===== src/rtl/timing_monitor_defs.svh =====
`ifndef TIMING_MONITOR_DEFS_SVH
`define TIMING_MONITOR_DEFS_SVH

// Register offsets.
`define ADDR_INPUT_CLOCK_DELAY_CONFIG 8'h03
`define ADDR_TIMING_ERROR_FLAGS 8'h19

// Field positions of the delay configuration register.
`define CFG_AUTO_BIT 7
`define CFG_ENABLE_BIT 6
`define CFG_CODE_MSB 4
`define CFG_CODE_LSB 0

// Field positions of the error flag register.
`define FLG_DATA_BIT 0
`define FLG_SYNC_BIT 1
`define FLG_KIND_BIT 2

// Reset values.
`define RST_DELAY_CODE 5'h00
`define RST_CLOCK_STATE 5'h00

// Sizes and counts.
`define DATA_WIDTH 16
`define HIST_CENTER 15
`define HIST_DEPTH 32
`define CLOCK_STATES 32
`define DELAY_CODE_MAX 5'h1f
`define DIVIDER_LAST_VALID 3'h4

`endif


===== src/rtl/timing_monitor_pkg.sv =====
package timing_monitor_pkg;
   typedef logic [4:0] delay_code_type;
   typedef logic [4:0] clock_state_type;
   typedef logic [3:0] margin_type;
   typedef logic [2:0] divider_type;
   typedef logic [7:0] reg_byte_type;
   typedef logic [15:0] data_word_type;
   typedef enum logic {check_idle, check_armed} check_type;
endpackage : timing_monitor_pkg


===== src/rtl/input_timing_sync_monitor.sv =====
`timescale 1ns/1ps
`include "timing_monitor_defs.svh"

////////////////////////////////////////////////////////////////////////////////
// Behaviour
// - Keep early and late margin copies of input data beside the real sample.
// - Data error when either margin copy differs from the real sample.
// - Four-bit data margin sets the copy spacing; error below that margin.
// - On data error, error kind is low for hold and high for setup.
// - Automatic bit in input_clock_delay_config bit 7 makes data errors watched continuously.
// - Automatic mode increments delay on setup error, decrements on hold error.
// - Software reads back the delay code in use, including automatic changes.
// - Manual mode never changes the programmed delay code.
// - Delay line enable resets off; delay applies only once enabled.
// - Delay code spans 00000 to 11111.
// - Manual mode checks once per configuration; margin or code change rechecks.
// - Init pulse is one clock wide and loads the clock phase preset.
// - Clock generator cycles 32 states; aligned pulses reload the same state.
// - Sync edge divider needs 1,2,4,8,16 edges; codes 101 to 111 invalid.
// - Each preset increment advances internal clocks by one clock period.
// - Four-bit sync margin; sync error flag sets below that margin.
// - Alert pin is active-low open-drain, wire-OR capable.
// - Either flag drives alert by default; each has its own mask.
// - Flags latch until timing_error_flags is read or the bits are overwritten.
module input_timing_sync_monitor (
   input wire logic i_clk,
   input wire logic i_rst_n,
   input wire logic [7:0] i_reg_addr,
   input wire timing_monitor_pkg::reg_byte_type i_reg_wdata,
   input wire logic i_reg_wr,
   input wire logic i_reg_rd,
   output timing_monitor_pkg::reg_byte_type o_reg_rdata,
   input wire timing_monitor_pkg::margin_type i_data_margin_setting,
   input wire timing_monitor_pkg::margin_type i_sync_margin_setting,
   input wire timing_monitor_pkg::clock_state_type i_clock_phase_preset,
   input wire timing_monitor_pkg::divider_type i_sync_edge_divider,
   input wire logic i_data_error_mask,
   input wire logic i_sync_error_mask,
   input wire timing_monitor_pkg::data_word_type i_data,
   input wire logic i_sync,
   output logic o_data_output_clock,
   output logic o_init_pulse,
   output timing_monitor_pkg::clock_state_type o_clock_state,
   output logic o_alert_out_n,
   output logic o_alert_out_n_oe
);
   import timing_monitor_pkg::*;

   ////////////////////////////////////////////////////////////////////////////
   data_word_type data_meta;
   data_word_type data_hist [0:`HIST_DEPTH-1];
   logic sync_meta;
   logic [`HIST_DEPTH-1:0] sync_hist;
   logic auto_mode;
   logic delay_line_enable;
   delay_code_type output_clock_delay_code;
   logic data_error_flag;
   logic sync_error_flag;
   logic data_error_kind;
   clock_state_type clock_state;
   clock_state_type out_phase;
   margin_type data_margin_prev;
   check_type check_mode;
   logic [4:0] edge_count;
   logic [4:0] edge_target;
   logic check_point;
   logic setup_err;
   logic hold_err;
   logic data_err;
   logic sync_edge;
   logic sync_err;
   logic wr_cfg;
   logic wr_flags;
   logic rd_flags;
   logic code_changed;
   logic margin_changed;
   logic check_now;

   ////////////////////////////////////////////////////////////////////////////
   // Pins cross two flip-flops; the first stage feeds only the history head.
   always_ff @(posedge i_clk or negedge i_rst_n) begin
      if (!i_rst_n) begin
         data_meta <= 16'h0000;
         sync_meta <= 1'b0;
         sync_hist <= 32'h0000_0000;
         for (int i = 0; i < `HIST_DEPTH; i++) begin
            data_hist[i] <= 16'h0000;
         end
      end else begin
         data_meta <= i_data;
         sync_meta <= i_sync;
         data_hist[0] <= data_meta;
         sync_hist <= {sync_hist[`HIST_DEPTH-2:0], sync_meta};
         for (int i = 1; i < `HIST_DEPTH; i++) begin
            data_hist[i] <= data_hist[i-1];
         end
      end
   end

   ////////////////////////////////////////////////////////////////////////////
   // The real sample sits mid-history; older entries stand for an earlier
   // capture instant, younger ones for a later one.
   always_comb begin
      check_point = (clock_state == clock_state_type'(`HIST_CENTER));
      setup_err = (data_hist[`HIST_CENTER + i_data_margin_setting]
                   != data_hist[`HIST_CENTER]);
      hold_err = (data_hist[`HIST_CENTER - i_data_margin_setting]
                  != data_hist[`HIST_CENTER]);
      check_now = check_point && (auto_mode || check_mode == check_armed);
      data_err = check_now && (setup_err || hold_err);
      sync_edge = sync_hist[`HIST_CENTER] && !sync_hist[`HIST_CENTER+1];
      sync_err = sync_edge
                 && ((sync_hist[`HIST_CENTER - i_sync_margin_setting]
                      != sync_hist[`HIST_CENTER])
                     || (sync_hist[`HIST_CENTER + 1 + i_sync_margin_setting]
                         != sync_hist[`HIST_CENTER+1]));
      margin_changed = (i_data_margin_setting != data_margin_prev);
      edge_target = 5'h01 << i_sync_edge_divider;
   end

   // Register strobes decode on an exact address match only.
   always_comb begin
      wr_cfg = i_reg_wr && (i_reg_addr == `ADDR_INPUT_CLOCK_DELAY_CONFIG);
      wr_flags = i_reg_wr && (i_reg_addr == `ADDR_TIMING_ERROR_FLAGS);
      rd_flags = i_reg_rd && (i_reg_addr == `ADDR_TIMING_ERROR_FLAGS);
      code_changed = wr_cfg
                     && (i_reg_wdata[`CFG_CODE_MSB:`CFG_CODE_LSB] != output_clock_delay_code);
   end

   ////////////////////////////////////////////////////////////////////////////
   // Configuration register; a software write always beats an automatic step.
   always_ff @(posedge i_clk or negedge i_rst_n) begin
      if (!i_rst_n) begin
         auto_mode <= 1'b0;
         delay_line_enable <= 1'b0;
         output_clock_delay_code <= `RST_DELAY_CODE;
      end else if (wr_cfg) begin
         auto_mode <= i_reg_wdata[`CFG_AUTO_BIT];
         delay_line_enable <= i_reg_wdata[`CFG_ENABLE_BIT];
         output_clock_delay_code <= i_reg_wdata[`CFG_CODE_MSB:`CFG_CODE_LSB];
      end else if (auto_mode && data_err) begin
         if (setup_err && output_clock_delay_code != `DELAY_CODE_MAX) begin
            output_clock_delay_code <= output_clock_delay_code + 5'h01;
         end else if (!setup_err && output_clock_delay_code != 5'h00) begin
            output_clock_delay_code <= output_clock_delay_code - 5'h01;
         end
      end
   end

   ////////////////////////////////////////////////////////////////////////////
   // Manual checking runs once after reset and once after each data margin or delay code change.
   always_ff @(posedge i_clk or negedge i_rst_n) begin
      if (!i_rst_n) begin
         check_mode <= check_armed;
         data_margin_prev <= 4'h0;
      end else begin
         data_margin_prev <= i_data_margin_setting;
         case (check_mode)
            check_idle: begin
               if (code_changed || margin_changed) begin
                  check_mode <= check_armed;
               end
            end
            check_armed: begin
               if (check_point && !code_changed && !margin_changed) begin
                  check_mode <= check_idle;
               end
            end
            default: begin
               check_mode <= check_idle;
            end
         endcase
      end
   end

   ////////////////////////////////////////////////////////////////////////////
   // Error flags latch; a new error in the clearing cycle wins over the clear.
   always_ff @(posedge i_clk or negedge i_rst_n) begin
      if (!i_rst_n) begin
         data_error_flag <= 1'b0;
      end else if (data_err) begin
         data_error_flag <= 1'b1;
      end else if (rd_flags) begin
         data_error_flag <= 1'b0;
      end else if (wr_flags) begin
         data_error_flag <= i_reg_wdata[`FLG_DATA_BIT];
      end
   end

   always_ff @(posedge i_clk or negedge i_rst_n) begin
      if (!i_rst_n) begin
         sync_error_flag <= 1'b0;
      end else if (sync_err) begin
         sync_error_flag <= 1'b1;
      end else if (rd_flags) begin
         sync_error_flag <= 1'b0;
      end else if (wr_flags) begin
         sync_error_flag <= i_reg_wdata[`FLG_SYNC_BIT];
      end
   end

   // The kind bit is status, not a flag, so it outlives a clear of the flags.
   always_ff @(posedge i_clk or negedge i_rst_n) begin
      if (!i_rst_n) begin
         data_error_kind <= 1'b0;
      end else if (data_err) begin
         data_error_kind <= setup_err;
      end
   end

   ////////////////////////////////////////////////////////////////////////////
   // Register read data, valid the cycle after the read strobe.
   always_ff @(posedge i_clk or negedge i_rst_n) begin
      if (!i_rst_n) begin
         o_reg_rdata <= 8'h00;
      end else if (i_reg_rd) begin
         if (i_reg_addr == `ADDR_INPUT_CLOCK_DELAY_CONFIG) begin
            o_reg_rdata <= {auto_mode, delay_line_enable, 1'b0,
                            output_clock_delay_code};
         end else if (i_reg_addr == `ADDR_TIMING_ERROR_FLAGS) begin
            o_reg_rdata <= {5'h00, data_error_kind, sync_error_flag, data_error_flag};
         end else begin
            o_reg_rdata <= 8'h00;
         end
      end
   end

   ////////////////////////////////////////////////////////////////////////////
   // Sync edge counting; invalid divider codes never fire, which is safer
   // than guessing a ratio and disturbing a running clock generator.
   always_ff @(posedge i_clk or negedge i_rst_n) begin
      if (!i_rst_n) begin
         edge_count <= 5'h00;
         o_init_pulse <= 1'b0;
      end else begin
         o_init_pulse <= 1'b0;
         if (i_sync_edge_divider > `DIVIDER_LAST_VALID) begin
            edge_count <= 5'h00;
         end else if (sync_edge) begin
            if (edge_count + 5'h01 >= edge_target) begin
               edge_count <= 5'h00;
               o_init_pulse <= 1'b1;
            end else begin
               edge_count <= edge_count + 5'h01;
            end
         end
      end
   end

   ////////////////////////////////////////////////////////////////////////////
   // Clock generator; the pulse loads the preset as the next state.
   always_ff @(posedge i_clk or negedge i_rst_n) begin
      if (!i_rst_n) begin
         clock_state <= `RST_CLOCK_STATE;
      end else if (o_init_pulse) begin
         clock_state <= i_clock_phase_preset;
      end else begin
         clock_state <= clock_state + 5'h01;
      end
   end

   always_comb begin
      out_phase = delay_line_enable ? (clock_state - output_clock_delay_code)
                                    : clock_state;
   end

   always_ff @(posedge i_clk or negedge i_rst_n) begin
      if (!i_rst_n) begin
         o_clock_state <= `RST_CLOCK_STATE;
      end else begin
         o_clock_state <= clock_state;
      end
   end

   always_ff @(posedge i_clk or negedge i_rst_n) begin
      if (!i_rst_n) begin
         o_data_output_clock <= 1'b0;
      end else begin
         o_data_output_clock <= out_phase[4];
      end
   end

   ////////////////////////////////////////////////////////////////////////////
   // Open drain: the pin value is a constant low and only the enable moves.
   always_ff @(posedge i_clk or negedge i_rst_n) begin
      if (!i_rst_n) begin
         o_alert_out_n <= 1'b0;
      end else begin
         o_alert_out_n <= 1'b0;
      end
   end

   always_ff @(posedge i_clk or negedge i_rst_n) begin
      if (!i_rst_n) begin
         o_alert_out_n_oe <= 1'b0;
      end else begin
         o_alert_out_n_oe <= (data_error_flag && !i_data_error_mask)
                             || (sync_error_flag && !i_sync_error_mask);
      end
   end

endmodule : input_timing_sync_monitor


===== config.mk =====
export PLATFORM = sky130hd
export DESIGN_NAME = input_timing_sync_monitor
export DESIGN_NICKNAME = d
export VERILOG_FILES = /design/src/rtl/timing_monitor_pkg.sv /design/src/rtl/input_timing_sync_monitor.sv
export VERILOG_INCLUDE_DIRS = /design/src /design/src/rtl
export SDC_FILE = /design/constraint.sdc
export NUM_CORES = 1
export LEC_CHECK = 0
export BUFFER_PORTS_ARGS = -buffer_cell sky130_fd_sc_hd__buf_2
export CORE_MARGIN = 3
export CORE_UTILIZATION = 60
export DETAILED_ROUTE_END_ITERATION = 12
export HOLD_SLACK_MARGIN = 0.05
export PLACE_DENSITY = 0.77
export SETUP_SLACK_MARGIN = 0.05
export SLEW_MARGIN = 20
export SYNTH_ARGS = -nofsm -noshare
export SYNTH_HDL_FRONTEND = slang
export SYNTH_SLANG_ARGS = --single-unit

===== constraint.sdc =====
create_clock -name i_clk -period 5.4 [get_ports i_clk]
set_clock_uncertainty 0.1 [all_clocks]
set_input_delay 0.27 -clock i_clk [delete_from_list [all_inputs] [get_ports i_clk]]
set_output_delay 0.27 -clock i_clk [all_outputs]
set_load 0.1 [all_outputs]

## Yosys cells after proc, flatten, opt, wreduce, memory -nomap -nowiden

Index checks and enable logic that the tools add are counted.

- Add/subtract/negate cells: 9
- Order comparisons: 6
- Eq/ne operators: 10
- Shift operators: 1
- Muxes and demuxes: 33
- Bitwise logic cells: 3
- Reduce and logical (&&, ||, !) cells: 33

Operators with widths:

| kind | count |
|---|---|
| 16-bit binary-select mux with 5-bit select | 2 |
| 33-bit by 6-bit >= comparator with 1-bit output (second input constant) | 2 |
| 16-bit 2-to-1 mux | 4 |
| 5-bit 2-to-1 mux | 9 |
| 32-bit inverter with 33-bit output | 1 |
| 5-bit inverter with 33-bit output | 1 |
| 32-bit by 6-bit < comparator with 1-bit output (second input constant) | 1 |
| 16-bit inequality test | 2 |
| 5-bit by 1-bit adder with 5-bit output (second input constant) | 3 |
| 1-bit logical AND | 15 |
| 1-bit 2-to-1 mux | 13 |
| 1-bit binary-select mux with 5-bit select | 2 |
| 4-bit by 4-bit subtractor with 5-bit output (first input constant) | 2 |
| 3-bit nonzero test | 3 |
| 8-bit by 2-bit == test with 1-bit output (second input constant) | 1 |
| 8-bit by 5-bit == test with 1-bit output (second input constant) | 1 |
| 8-bit 2-to-1 mux | 1 |
| 5-bit by 4-bit adder with 6-bit output (first input constant) | 1 |
| 1-bit zero test | 6 |
| 6-bit < comparator (second input constant) | 1 |
| 4-bit by 4-bit adder with 5-bit output (first input constant) | 1 |
| 5-bit by 4-bit == test with 1-bit output (second input constant) | 1 |
| 5-bit >= comparator | 1 |
| 1-bit logical OR | 5 |
| other kinds (14) | 16 |

- Register bits after elaboration: 602
- Input bits: 55
- Output and inout bits: 17
- Word-level logic and storage cells: 145

## Logic depth before layout (Yosys ltp)

Gate-level depths: netlist (run 1).

- Depth after elaboration: 12
- Gate-level depth with buffers: 25
- Depth with buffers taken out: 18

## Worst setup path after synthesis (run 1)

OpenSTA, ideal clock, no wires.

- Kind: input to register
- Start: in i_data_margin_setting[0]
- End: reg output_clock_delay_code[4]
- Library setup time: 0.141 ns
- Arrival: 4.798 ns
- Data required time: 5.159 ns
- Slack: 0.361 ns
- Cell stages on the path: 25
- Path buffers: 7
- Cells stage by stage: buf_6 buf_6 buf_6 buf_6 inv_1 ha_1 buf_2 buf_2 buf_1 mux4_2 mux2i_1 nor2_1 nor4_1 o22ai_1 or4_1 nor2_2 nor2_1 inv_1 ha_1 a21o_1 a21oi_1 xnor2_1 a31oi_1 a2bb2oi_1 a31oi_1

- Cells in the longest elaborated chain, start to end: 11
- Elaborated cells between the ends (all ways): 24
- Those cells by class: add/sub (2); eq/ne (2); mux (9); bitwise (2); reduce/logical (9)

RTL lines:

| element | RTL line | RTL |
|---|---|---|
| start, declared | input_timing_sync_monitor.sv:33 | `input wire timing_monitor_pkg::margin_type i_data_margin_setting,` |
| 4-bit by 4-bit adder with 5-bit output (no line) or 4-bit by 4-bit subtractor with 5-bit output (tied branches) | -- |  |
| 5-bit inverter with 33-bit output or 32-bit inverter with 33-bit output (tied branches) | input_timing_sync_monitor.sv:105, input_timing_sync_monitor.sv:107 |  |
| 16-bit binary-select mux with 5-bit select (on tied branches) | input_timing_sync_monitor.sv:105, input_timing_sync_monitor.sv:107 |  |
| 16-bit 2-to-1 mux (on tied branches) (2 in a row) | input_timing_sync_monitor.sv:105, input_timing_sync_monitor.sv:107 |  |
| 16-bit inequality test (on tied branches) | input_timing_sync_monitor.sv:105, input_timing_sync_monitor.sv:107 |  |
| 1-bit logical OR | input_timing_sync_monitor.sv:110 | `data_err = check_now && (setup_err \|\| hold_err);` |
| 1-bit logical AND | input_timing_sync_monitor.sv:110 |  |
| 1-bit logical AND | input_timing_sync_monitor.sv:141 | `end else if (auto_mode && data_err) begin` |
| 2-bit nonzero test (no line) | -- |  |
| 2-bit AND reduction (no line) | -- |  |
| end signal, assigned | input_timing_sync_monitor.sv:140 | `` output_clock_delay_code <= i_reg_wdata[`CFG_CODE_MSB:`CFG_CODE_LSB]; `` |
| end signal, assigned | input_timing_sync_monitor.sv:143 | `output_clock_delay_code <= output_clock_delay_code + 5'h01;` |
| end signal, assigned | input_timing_sync_monitor.sv:145 | `output_clock_delay_code <= output_clock_delay_code - 5'h01;` |
| end, declared | input_timing_sync_monitor.sv:56 | `delay_code_type output_clock_delay_code;` |

Several ways; a longest one is shown, not always the timed one. The select of a mux whose other input is x is not followed.
A chain may end at the register's enable or synchronous reset.

## Worst setup path in the final report (run 1)

Same ends and word-level chain as after synthesis.

==> results.ini, run 1 <==
[synthesis]
netlist_instances = 1355
synth_common_cells = dfrtp_1 (600), mux4_2 (147), mux2i_1 (74)
synth_ff_type = dfrtp_1
yosys.area.top_type = dfrtp_1
yosysTopAreaCellShare_pct = 66.78
synth-edff-count = 0
synth_area_leaders = dfrtp_1 (67%), mux4_2 (15%), mux2i_1 (3.3%)
synth-seq-cells = 601
yosys_warnings = 0
synth.distinct_cells = 69
syn_area_um2 = 22480
synth.most_common_cell = dfrtp_1
avgSynthCellArea_um2 = 16.59
async_reset_ff_share_pct = 100.0
seq_area_frac_synth_pct = 66.90

[cts]
cts_tree = done
clock_path_buffers = 3
numCtsBuffers = 56
clockRootBuffer = clkbuf_16
clkTransAtPathRegs_ps = 60
clock_sinks = 601
cts_htree_levels = 2
worstSkewPairLatency_ps = 590

[final_layout]
drive_gt1_share_pct = 22.89
stdcell_count = 1993
fin_nets = 1554
syn2layout_area_growth_pct = 13.91
fill_cells = 2279
antenna_cells = 0

[worst_setup_path]
cp.required_ps = 5740
r2r_end = output_clock_delay_code[4]
reg2regPathDepth = 16
rr_startpoint = data_hist[57]
cp-startpoint = i_data_margin_setting[0]
crit_path_end_kind = register
crit_fanout = 66
crit_type = in -> reg
cp-start-kind = input pin
rrSetupSlack_ps = 820
endpoint = output_clock_delay_code[4]
worstPathArrival_ps = 5510

[placed_design]
place_congestion = 0.8288
dp_cells = 1848
port_buffers = 68
dpl.hpwl_um = 27370

[drt]
top_layer = met4
wl_per_cell_um = 22.20
ant_nets = 0
firstDrtPassIters = 5
drc_errors = 0
drt_iter0_drc = 755
totalWireLength_um = 44250
vias = 12370
route.met2.wl_um = 21770
wl_met1_um = 18800
dr_wl_met3_um = 2298
viasPerCell = 6.207

[sta]
period_share_pct = 95.65
relSlewSlack_pct = 45.94
tns_ps = 0
fmax_mhz = 193.6
setup_viol = 0
whs_ps = 106.2
rsz0062_at_grt = false
worst_pin_slew_ps = 811.0
slew_viol_final = 0
hold_violations = 0
layout_min_cycle_time_ps = 5165

[min_path]
hp-start = i_reg_wr
hold_path_class = in -> reg

[floorplanning]
die-height_um = 199.6
die_w_um = 199.6
initial_core_util_pct = 61.12
core_area_um2 = 36790
ios = 72
row_count = 70
die_area_um2 = 39830

[pwr]
ir_drop_mv = 0.2939
p_leak_nw = 11.05
powerDensity_nw_per_um2 = 387.1
finalPower_mw = 9.914

[status]
status = completed

[grt]
track_usage_pct = 23.29
grt_max_degree = 212
grt-ovfl-total = 0
grt_pass1_vias = 13062
antenna_found_initial = 0
grt_first_pass_wirelength_um = 72180

[flow_run]
timing.max_cap.violations = 0

[logic make-up (layout without fill, tap and decap cells)]
logic type,Yosys count,in the layout,share of synthesized area [%]
simple gates,185,185,4.458
buf+inv,102,271,2.337
mux,226,226,18.27
compound gates,181,181,5.421
xor+xnor,43,43,1.675
flops,601,601,66.90
other cells,1,2,0.01668
fa+ha+maj,16,16,0.9238
[sequential cells by signal (all words and copies together) (netlist names)]
register and count:
o_data_output_clock 1, o_reg_rdata 7, data_error_kind 1, o_init_pulse 1
output_clock_delay_code 5, data_meta 16, auto_mode 1, edge_count 5
data_error_flag 1, sync_error_flag 1, sync_hist 32, delay_line_enable 1
check_mode 1, o_clock_state 5, data_hist 512, sync_meta 1
o_alert_out_n_oe 1, data_margin_prev 4, clock_state 5
[worst min path at each step]
stage / slack, ps / depth (start not counted) / end
final: 110 / 3 / data_error_flag
after global routing: 90 / 3 / data_error_flag
after CTS: 60 / 3 / data_error_flag
after detailed placement: 230 / 0 / data_hist[505]
after global placement: 230 / 0 / sync_hist[0]
after floorplan: -130 / 0 / auto_mode
[final cells by class]
cell class | count | area [um2] | share of cell area, %
Timing Repair Buffer | 144 | 1152 | 4.500
Tap cell | 468 | 585.6 | 2.286
Sequential cell | 601 | 15040 | 58.73
Multi-Input combinational cell | 653 | 6958 | 27.17
Clock inverter | 15 | 141.4 | 0.5521
Inverter | 27 | 101.3 | 0.3957
Clock buffer | 85 | 1632 | 6.371
[routing by layer]
metal,global-route usage (%),up-vias
met5,0,-
met4,8.245,0
met3,4.232,95
met2,36.27,356
met1,34.11,6577
li1,-,5342
[through the flow]
| stage | worst slack [ps] | cell area (um2) | utilization (%) |
|---|---|---|---|
| finish | 234.7 | 25610 | 69.62 |
| global route | 90.17 | 25610 | 69.62 |
| CTS | 261.8 | 25570 | 69.50 |
| detailed placement | 323.0 | 23360 | 63.51 |
| global placement | 397.8 | 23360 | 63.51 |
| floorplan | 360.8 | 22490 | - |
[layout by cell type, fill, tap and decap left out, drive strengths merged, types with 4 or more instances in the layout]
cell / count
clkinv: 8
nor3: 9
or4: 5
o32ai: 5
a21o: 7
buf: 101
a22oi: 13
nand3: 35
xnor2: 24
ha: 15
inv: 30
nand4: 5
o22ai: 10
o21ai: 40
dfrtp: 600
nor2: 37
nand2b: 6
dlygate4sd3: 43
mux2: 5
clkbuf: 85
nand2: 28
nor2b: 9
xor2: 19
a22o: 8
o31a: 17
and3: 5
o211ai: 4
a21oi: 44
nor4: 29
mux4: 147
mux2i: 74
a31oi: 7
[repair_timing]
item / 4_1_cts / 5_1_grt
hold buffers: 43 / 0
endpoints found under the setup margin: 0 / 1
hold endpoints to repair: 139 / 0
buffers inserted: 0 / 1
gates resized for setup: 0 / 1
[critical path, stage by stage]
cell and delay (ps):
dlygate4sd3_1 570, buf_8 130, buf_12 390, mux4_2 600, mux2i_1 260, nor2_1 110, nor4_1 480, o22ai_1 200
or4b_4 590, nor2_2 250, nor2_1 130, inv_1 150, ha_1 280, a21o_1 190, a21oi_1 190, xnor2_1 110
a31oi_1 200, a2bb2oi_1 200, a31oi_1 110
[where the power goes]
group | switching, mW | internal [mW] | total (mW)
registers | 0.187 | 4.78 | 4.96
clock network | 1.62 | 2.17 | 3.79
logic | 0.687 | 0.469 | 1.16
Power figures use the tool's default switching activity.
==> run 2: changes to the inputs <==
--- a/config.mk
+++ b/config.mk
@@ -7,11 +7,9 @@
 export NUM_CORES = 1
 export LEC_CHECK = 0
 export BUFFER_PORTS_ARGS = -buffer_cell sky130_fd_sc_hd__buf_2
-export CORE_MARGIN = 3
-export CORE_UTILIZATION = 60
+export CORE_UTILIZATION = 41
 export DETAILED_ROUTE_END_ITERATION = 12
 export HOLD_SLACK_MARGIN = 0.05
-export PLACE_DENSITY = 0.77
 export SETUP_SLACK_MARGIN = 0.05
 export SLEW_MARGIN = 20
 export SYNTH_ARGS = -nofsm -noshare
==> run 2 against run 1 <==
  * Worst hold slack lost 8.9 ps
  * Critical endpoint unchanged
  * Critical path depth grew 2
  * Global-route usage shrank 6.8 points
  * Routed wire length shrank 0.45%
  * Non-clock buffer count grew 15
  * Final cell count grew 13%
==> results.ini, run 2 (same netlist as run 1, synthesis figures left out) <==
[status]
status = completed

[floorplanning]
die-height_um = 236.2
row_count = 85
core_area_um2 = 54030
ios = 72
die_area_um2 = 55780
die_w_um = 236.2
initial_core_util_pct = 41.61

[final_layout]
stdcell_count = 2248
fin_nets = 1574
largest_reg_flops = 512
layout_commonest_cell = dfrtp_1
regMostFlops = data_hist
antenna_cells = 0
drive_gt1_share_pct = 24.61
most-common-layout-cells = dfrtp_1 (600), mux4_2 (147), mux2i_1 (72)
fill_cells = 4538
stdcell_area_um2 = 26300
syn2layout_area_growth_pct = 16.96
top_regs = data_hist x512, sync_hist x32, data_meta x16

[drt]
drt_iter0_drc = 741
wl_per_cell_um = 19.60
viasPerCell = 5.377
ant_nets = 0
vias = 12087
drc_errors = 0
firstDrtPassIters = 5
totalWireLength_um = 44050

[sta]
fmax_mhz = 197.8
layout_min_cycle_time_ps = 5055
whs_ps = 97.33
period_share_pct = 93.61
relSlewSlack_pct = 40.29
worst_pin_slew_ps = 895.7
hold_violations = 0
slew_viol_final = 0
setup_viol = 0
tns_ps = 0
rsz0062_at_grt = false

[flow_run]
timing.max_cap.violations = 0

[worst_setup_path]
worstPathArrival_ps = 5420
rr_startpoint = data_hist[258]
crit_fanout = 26
crit_type = in -> reg
cp.required_ps = 5760
cpPeakStageDelay_ps = 590
cp-start-kind = input pin
path_cells = dlygate4sd3_1 > buf_12 > inv_1 > ha_4 > buf_12 > mux4_2 > mux2i_1 > nor2_1 > or4_1 > a22oi_1 > or4b_4 > nor2_2 > nor2_1 > inv_1 > ha_1 > a21o_1 > a21oi_1 > xnor2_1 > a31oi_1 > a2bb2oi_1 > a31oi_1
crit_path_end_kind = register
critical_path.slowest_cell = dlygate4sd3_1
cp-startpoint = i_data_margin_setting[0]

[placed_design]
dpl.hpwl_um = 27830
place_congestion = 0.7765
dp_cells = 2081
port_buffers = 68
place_area_um2 = 23700

[grt]
grt_first_pass_wirelength_um = 72500
track_usage_pct = 16.45
grt-ovfl-total = 0
grt_max_degree = 139
antenna_found_initial = 0
grt_pass1_vias = 12909

[cts]
cts_tree = done
cts_htree_levels = 2
clock_path_buffers = 3
numCtsBuffers = 61
clock_sinks = 601
clockRootBuffer = clkbuf_16
clkTransAtPathRegs_ps = 60
worstSkewPairLatency_ps = 620

[min_path]
hp-start = i_sync_edge_divider[2]
hold_path_class = in -> reg

[pwr]
ir_drop_mv = 0.2919
finalPower_mw = 10.27
powerDensity_nw_per_um2 = 390.6
p_leak_nw = 11.25

## run 2: changes by cell type in the layout (fill, tap and decap cells not counted), sizes merged
cell / previous run / this run
buf: 101 / 110
clkinv: 8 / 16
dlygate4sd3: 43 / 48
clkbuf: 85 / 89
clkinvlp: 2 / 5
inv: 30 / 28
## run 2: layout make-up
class                           count  area [um2]  share of cell area (%)
Clock inverter                     24       190.2                  0.7232
Clock buffer                       88        1831                   6.961
Multi-Input combinational cell    653        6963                   26.48
Tap cell                          696       870.8                   3.312
Timing Repair Buffer              159        1300                   4.944
Inverter                           27       101.3                  0.3854
Sequential cell                   601       15040                   57.20
## run 2: power breakdown
group | switching (mW) | internal [mW] | total (mW)
registers | 0.174 | 4.78 | 4.95
logic | 0.689 | 0.481 | 1.17
clock network | 1.71 | 2.44 | 4.15
total | 2.58 | 7.69 | 10.3
## run 2: metrics by stage
stage	util, %	setup WS, ps
finish	48.67	345.2
global route	48.67	51.57
CTS	48.49	222.0
detailed placement	43.86	192.1
global placement	43.86	247.5
floorplan	-	360.8
## run 2: path summary, 6_finish.rpt
path / to / slack (ps) / depth (start not counted)
max in group asynchronous: data_hist[499] / 3570 / 3
min in group asynchronous: sync_hist[27] / 200 / 2
min: o_init_pulse / 100 / 5
min reg2reg: data_hist[511] / 250 / 0
max reg2reg: output_clock_delay_code[4] / 1040 / 16
max: output_clock_delay_code[4] / 350 / 21
## run 2: critical path, delay by kind of cell
| kind | cells | cell delay, ps |
|---|---|---|
| AOI/OAI and AO/OA | 6 | 1070 |
| muxes | 2 | 530 |
| xor gates and xnor gates | 1 | 100 |
| buffers and inverters | 5 | 1310 |
| adders and majority gates | 2 | 720 |
| and+or+nand+nor | 5 | 1400 |
## run 2: metal layers
metal | GRT usage [%] | up-vias | share of wire [%]
met4 | 5.864 | 0 | 2.7
li1 | - | 5372 | -
met1 | 23.87 | 6443 | 46
met3 | 2.294 | 75 | 3.4
met5 | 0 | - | 0
met2 | 25.57 | 197 | 47
## run 2: repair_timing
item	CTS	global route
hold buffers	48	0
setup endpoints to repair	0	2
endpoints found under the hold margin	152	0
setup buffers	0	6
resized for setup	0	7
==> run 3: changes to the inputs <==
--- a/config.mk
+++ b/config.mk
@@ -6,6 +6,7 @@
 export SDC_FILE = /design/constraint.sdc
 export NUM_CORES = 1
 export LEC_CHECK = 0
+export ABC_AREA = 1
 export BUFFER_PORTS_ARGS = -buffer_cell sky130_fd_sc_hd__buf_2
 export CORE_UTILIZATION = 41
 export DETAILED_ROUTE_END_ITERATION = 12
==> run 3 against run 2 <==
  * Die area grew 6.3%
  * Worst hold slack improved by 17 ps
  * Routed wire length up 27%
  * Design area rose by 4.3%
  * Largest power group unchanged
==> results.ini, run 3 <==
[status]
status = completed

[final_layout]
most-common-layout-cells = nand2_1 (932), nand3_1 (632), dfrtp_1 (600)
fill_cells = 5322
largest_reg_flops = 512
drive_gt1_share_pct = 8.173
syn2layout_area_growth_pct = 14.68
layout_commonest_cell = nand2_1
seqCellArea_um2 = 15040
fin_nets = 2683
regMostFlops = data_hist
stdcell_area_um2 = 27420
top_regs = data_hist x512, sync_hist x32, data_meta x16
multi_input_area_um2 = 7751

[flow_run]
timing.max_cap.violations = 0

[floorplanning]
die_w_um = 243.5
core_area_um2 = 57700
row_count = 88
ios = 72
die_area_um2 = 59280
initial_core_util_pct = 41.44
die-height_um = 243.5

[synthesis]
syn_area_um2 = 23910
yosys.area.top_type = dfrtp_1
avgSynthCellArea_um2 = 9.453
seq_area_frac_synth_pct = 62.91
synth.distinct_cells = 46
yosys_warnings = 0
netlist_instances = 2529
synth.most_common_cell = nand2_1
async_reset_ff_share_pct = 100.0
synth_area_leaders = dfrtp_1 (63%), nand2_1 (15%), nand3_1 (13%)
yosysTopAreaCellShare_pct = 62.80
synth_common_cells = nand2_1 (932), nand3_1 (632), dfrtp_1 (600)
synth-seq-cells = 601
synth-edff-count = 0
synth_ff_type = dfrtp_1

[grt]
grt-ovfl-total = 0
antenna_found_initial = 1
use_met1_pct = 28.07
use_met3_pct = 3.073
grt_max_degree = 169
grtUsageMet2_pct = 29.71
grt_first_pass_wirelength_um = 93730
track_usage_pct = 19.48
grt.busiest_layer = met2
grt_pass1_vias = 17531

[cts]
clockRootBuffer = clkbuf_16
clock_sinks = 601
numCtsBuffers = 60
clkTransAtPathRegs_ps = 60
clock_path_buffers = 3
ctsHoldBuffers = 56
cts_htree_levels = 2
cts_resized = 0
worstSkewPairLatency_ps = 630
cts_setup_buffers = 0
cts_tree = done

[sta]
relSlewSlack_pct = 36.44
worst_pin_slew_ps = 953.4
tns_ps = 0
rsz0062_at_grt = false
slew_viol_final = 0
hold_violations = 0
period_share_pct = 87.35
fmax_mhz = 212.0
setup_viol = 0
layout_min_cycle_time_ps = 4717

[drt]
wl_per_cell_um = 16.33
firstDrtPassIters = 7
drc_errors = 0
totalWireLength_um = 55850
ant_nets = 0
drt_iter0_drc = 1471
viasPerCell = 5.182
vias = 17727

[placed_design]
dpl.hpwl_um = 31100
port_buffers = 68
place_congestion = 0.8120
place_area_um2 = 24740

[worst_setup_path]
crit_fanout = 128
crit_path_end_kind = register
rrSetupSlack_ps = 1960
reg2regPathDepth = 22
cp.required_ps = 5810
crit_type = in -> reg
rr_startpoint = data_hist[62]
worstPathArrival_ps = 5130
cp-start-kind = input pin
r2r_end = output_clock_delay_code[4]

[min_path]
hold_path_class = in -> reg
hold_depth = 5
hp-start = i_sync_edge_divider[2]
holdPathEnd = o_init_pulse

[pwr]
ir_drop_mv = 0.2360
power_frac_comb_pct = 13.1
p_leak_nw = 13.14
p_seq_share_pct = 46.2
switching_power_mw = 2.898
p_sw_share_pct = 27.09
clkPwrFrac_pct = 40.7
internal_power_mw = 7.801
powerDensity_nw_per_um2 = 390.3

==> run 3: final cells by class <==
cell class                      count  share of cell area [%]
Timing Repair Buffer              156                   4.769
Antenna cell                        1                0.009128
Multi-Input combinational cell   1724                   28.27
Tap cell                          765                   3.491
Sequential cell                   601                   54.86
Clock inverter                     16                  0.9402
Clock buffer                       89                   6.645
Inverter                           69                   1.009
==> run 3: stage by stage <==
stage          total power, mW  instances  hold slack [ps]  utilization, %  setup WS (ps)
2_1_floorplan            5.955       2530           -125.6               -           1535
3_3_place_gp             6.345       3257            232.8           42.87          687.9
3_5_place_dp             6.393       3257            234.7           42.87          688.5
4_1_cts                  10.81       3418            77.10           47.45          742.7
5_1_grt                  11.18       3421            94.26           47.52          289.4
6_report                 10.70       3421            114.8           47.52          683.3
==> run 3: worst max path at each step <==
stage	startpoint	endpoint	slack, ps
after CTS	i_data_margin_setting[0]	output_clock_delay_code[4]	740
after detailed placement	i_data_margin_setting[0]	output_clock_delay_code[4]	690
final	i_data_margin_setting[0]	output_clock_delay_code[4]	680
after global routing	i_data_margin_setting[0]	output_clock_delay_code[4]	290
after global placement	i_data_margin_setting[0]	output_clock_delay_code[4]	690
after floorplan	i_data_margin_setting[1]	output_clock_delay_code[4]	1530
==> run 3: per-layer routing <==
layer / vias up / part of all wire [%] / routed length, um
li1: 8471 / - / -
met1: 8635 / 46 / 25830
met2: 493 / 45 / 25200
met3: 128 / 5.6 / 3117
met4: 0 / 3.1 / 1704
met5: - / 0 / 0
==> run 3: kinds of logic (layout without fill, tap and decap cells) <==
logic type | Yosys count | after routing | share of synthesized area [%]
buf+inv | 205 | 330 | 4.731
compound gates | 64 | 64 | 1.680
simple gates | 1630 | 1630 | 29.35
mux | 1 | 1 | 0.04187
other cells | 1 | 3 | 0.01569
fa+ha+maj | 16 | 16 | 0.8688
xor+xnor | 11 | 11 | 0.4030
flops | 601 | 601 | 62.91
==> run 3: critical path, cell delays in order <==
cell and delay, ps:
dlygate4sd3_1 550, clkbuf_8 270, inv_8 160, ha_4 360, buf_12 560, nand3_1 160
nand3_1 140, nand3_1 150, nand2_1 110, nand2_1 100, nand3_1 120, nand2_1 50
nor2_1 120, nand2_1 120, nor2_2 190, nand2_2 160, nand2_4 150, inv_1 70
fa_1 390, o21ai_0 240, xor2_1 220, nand3_1 100, nand3_1 90, nand2_1 60
nand2_1 70, nand2_1 50
==> run 3: power by group through the flow <==
stage          combinational (mW)  sequential, mW  clock (mW)
6_report                     1.40            4.95        4.35
5_1_grt                      1.57            4.98        4.63
3_3_place_gp                 1.34            5.01           0
2_1_floorplan               0.799            5.16           0
3_5_place_dp                 1.36            5.03           0
4_1_cts                      1.41            4.95        4.46
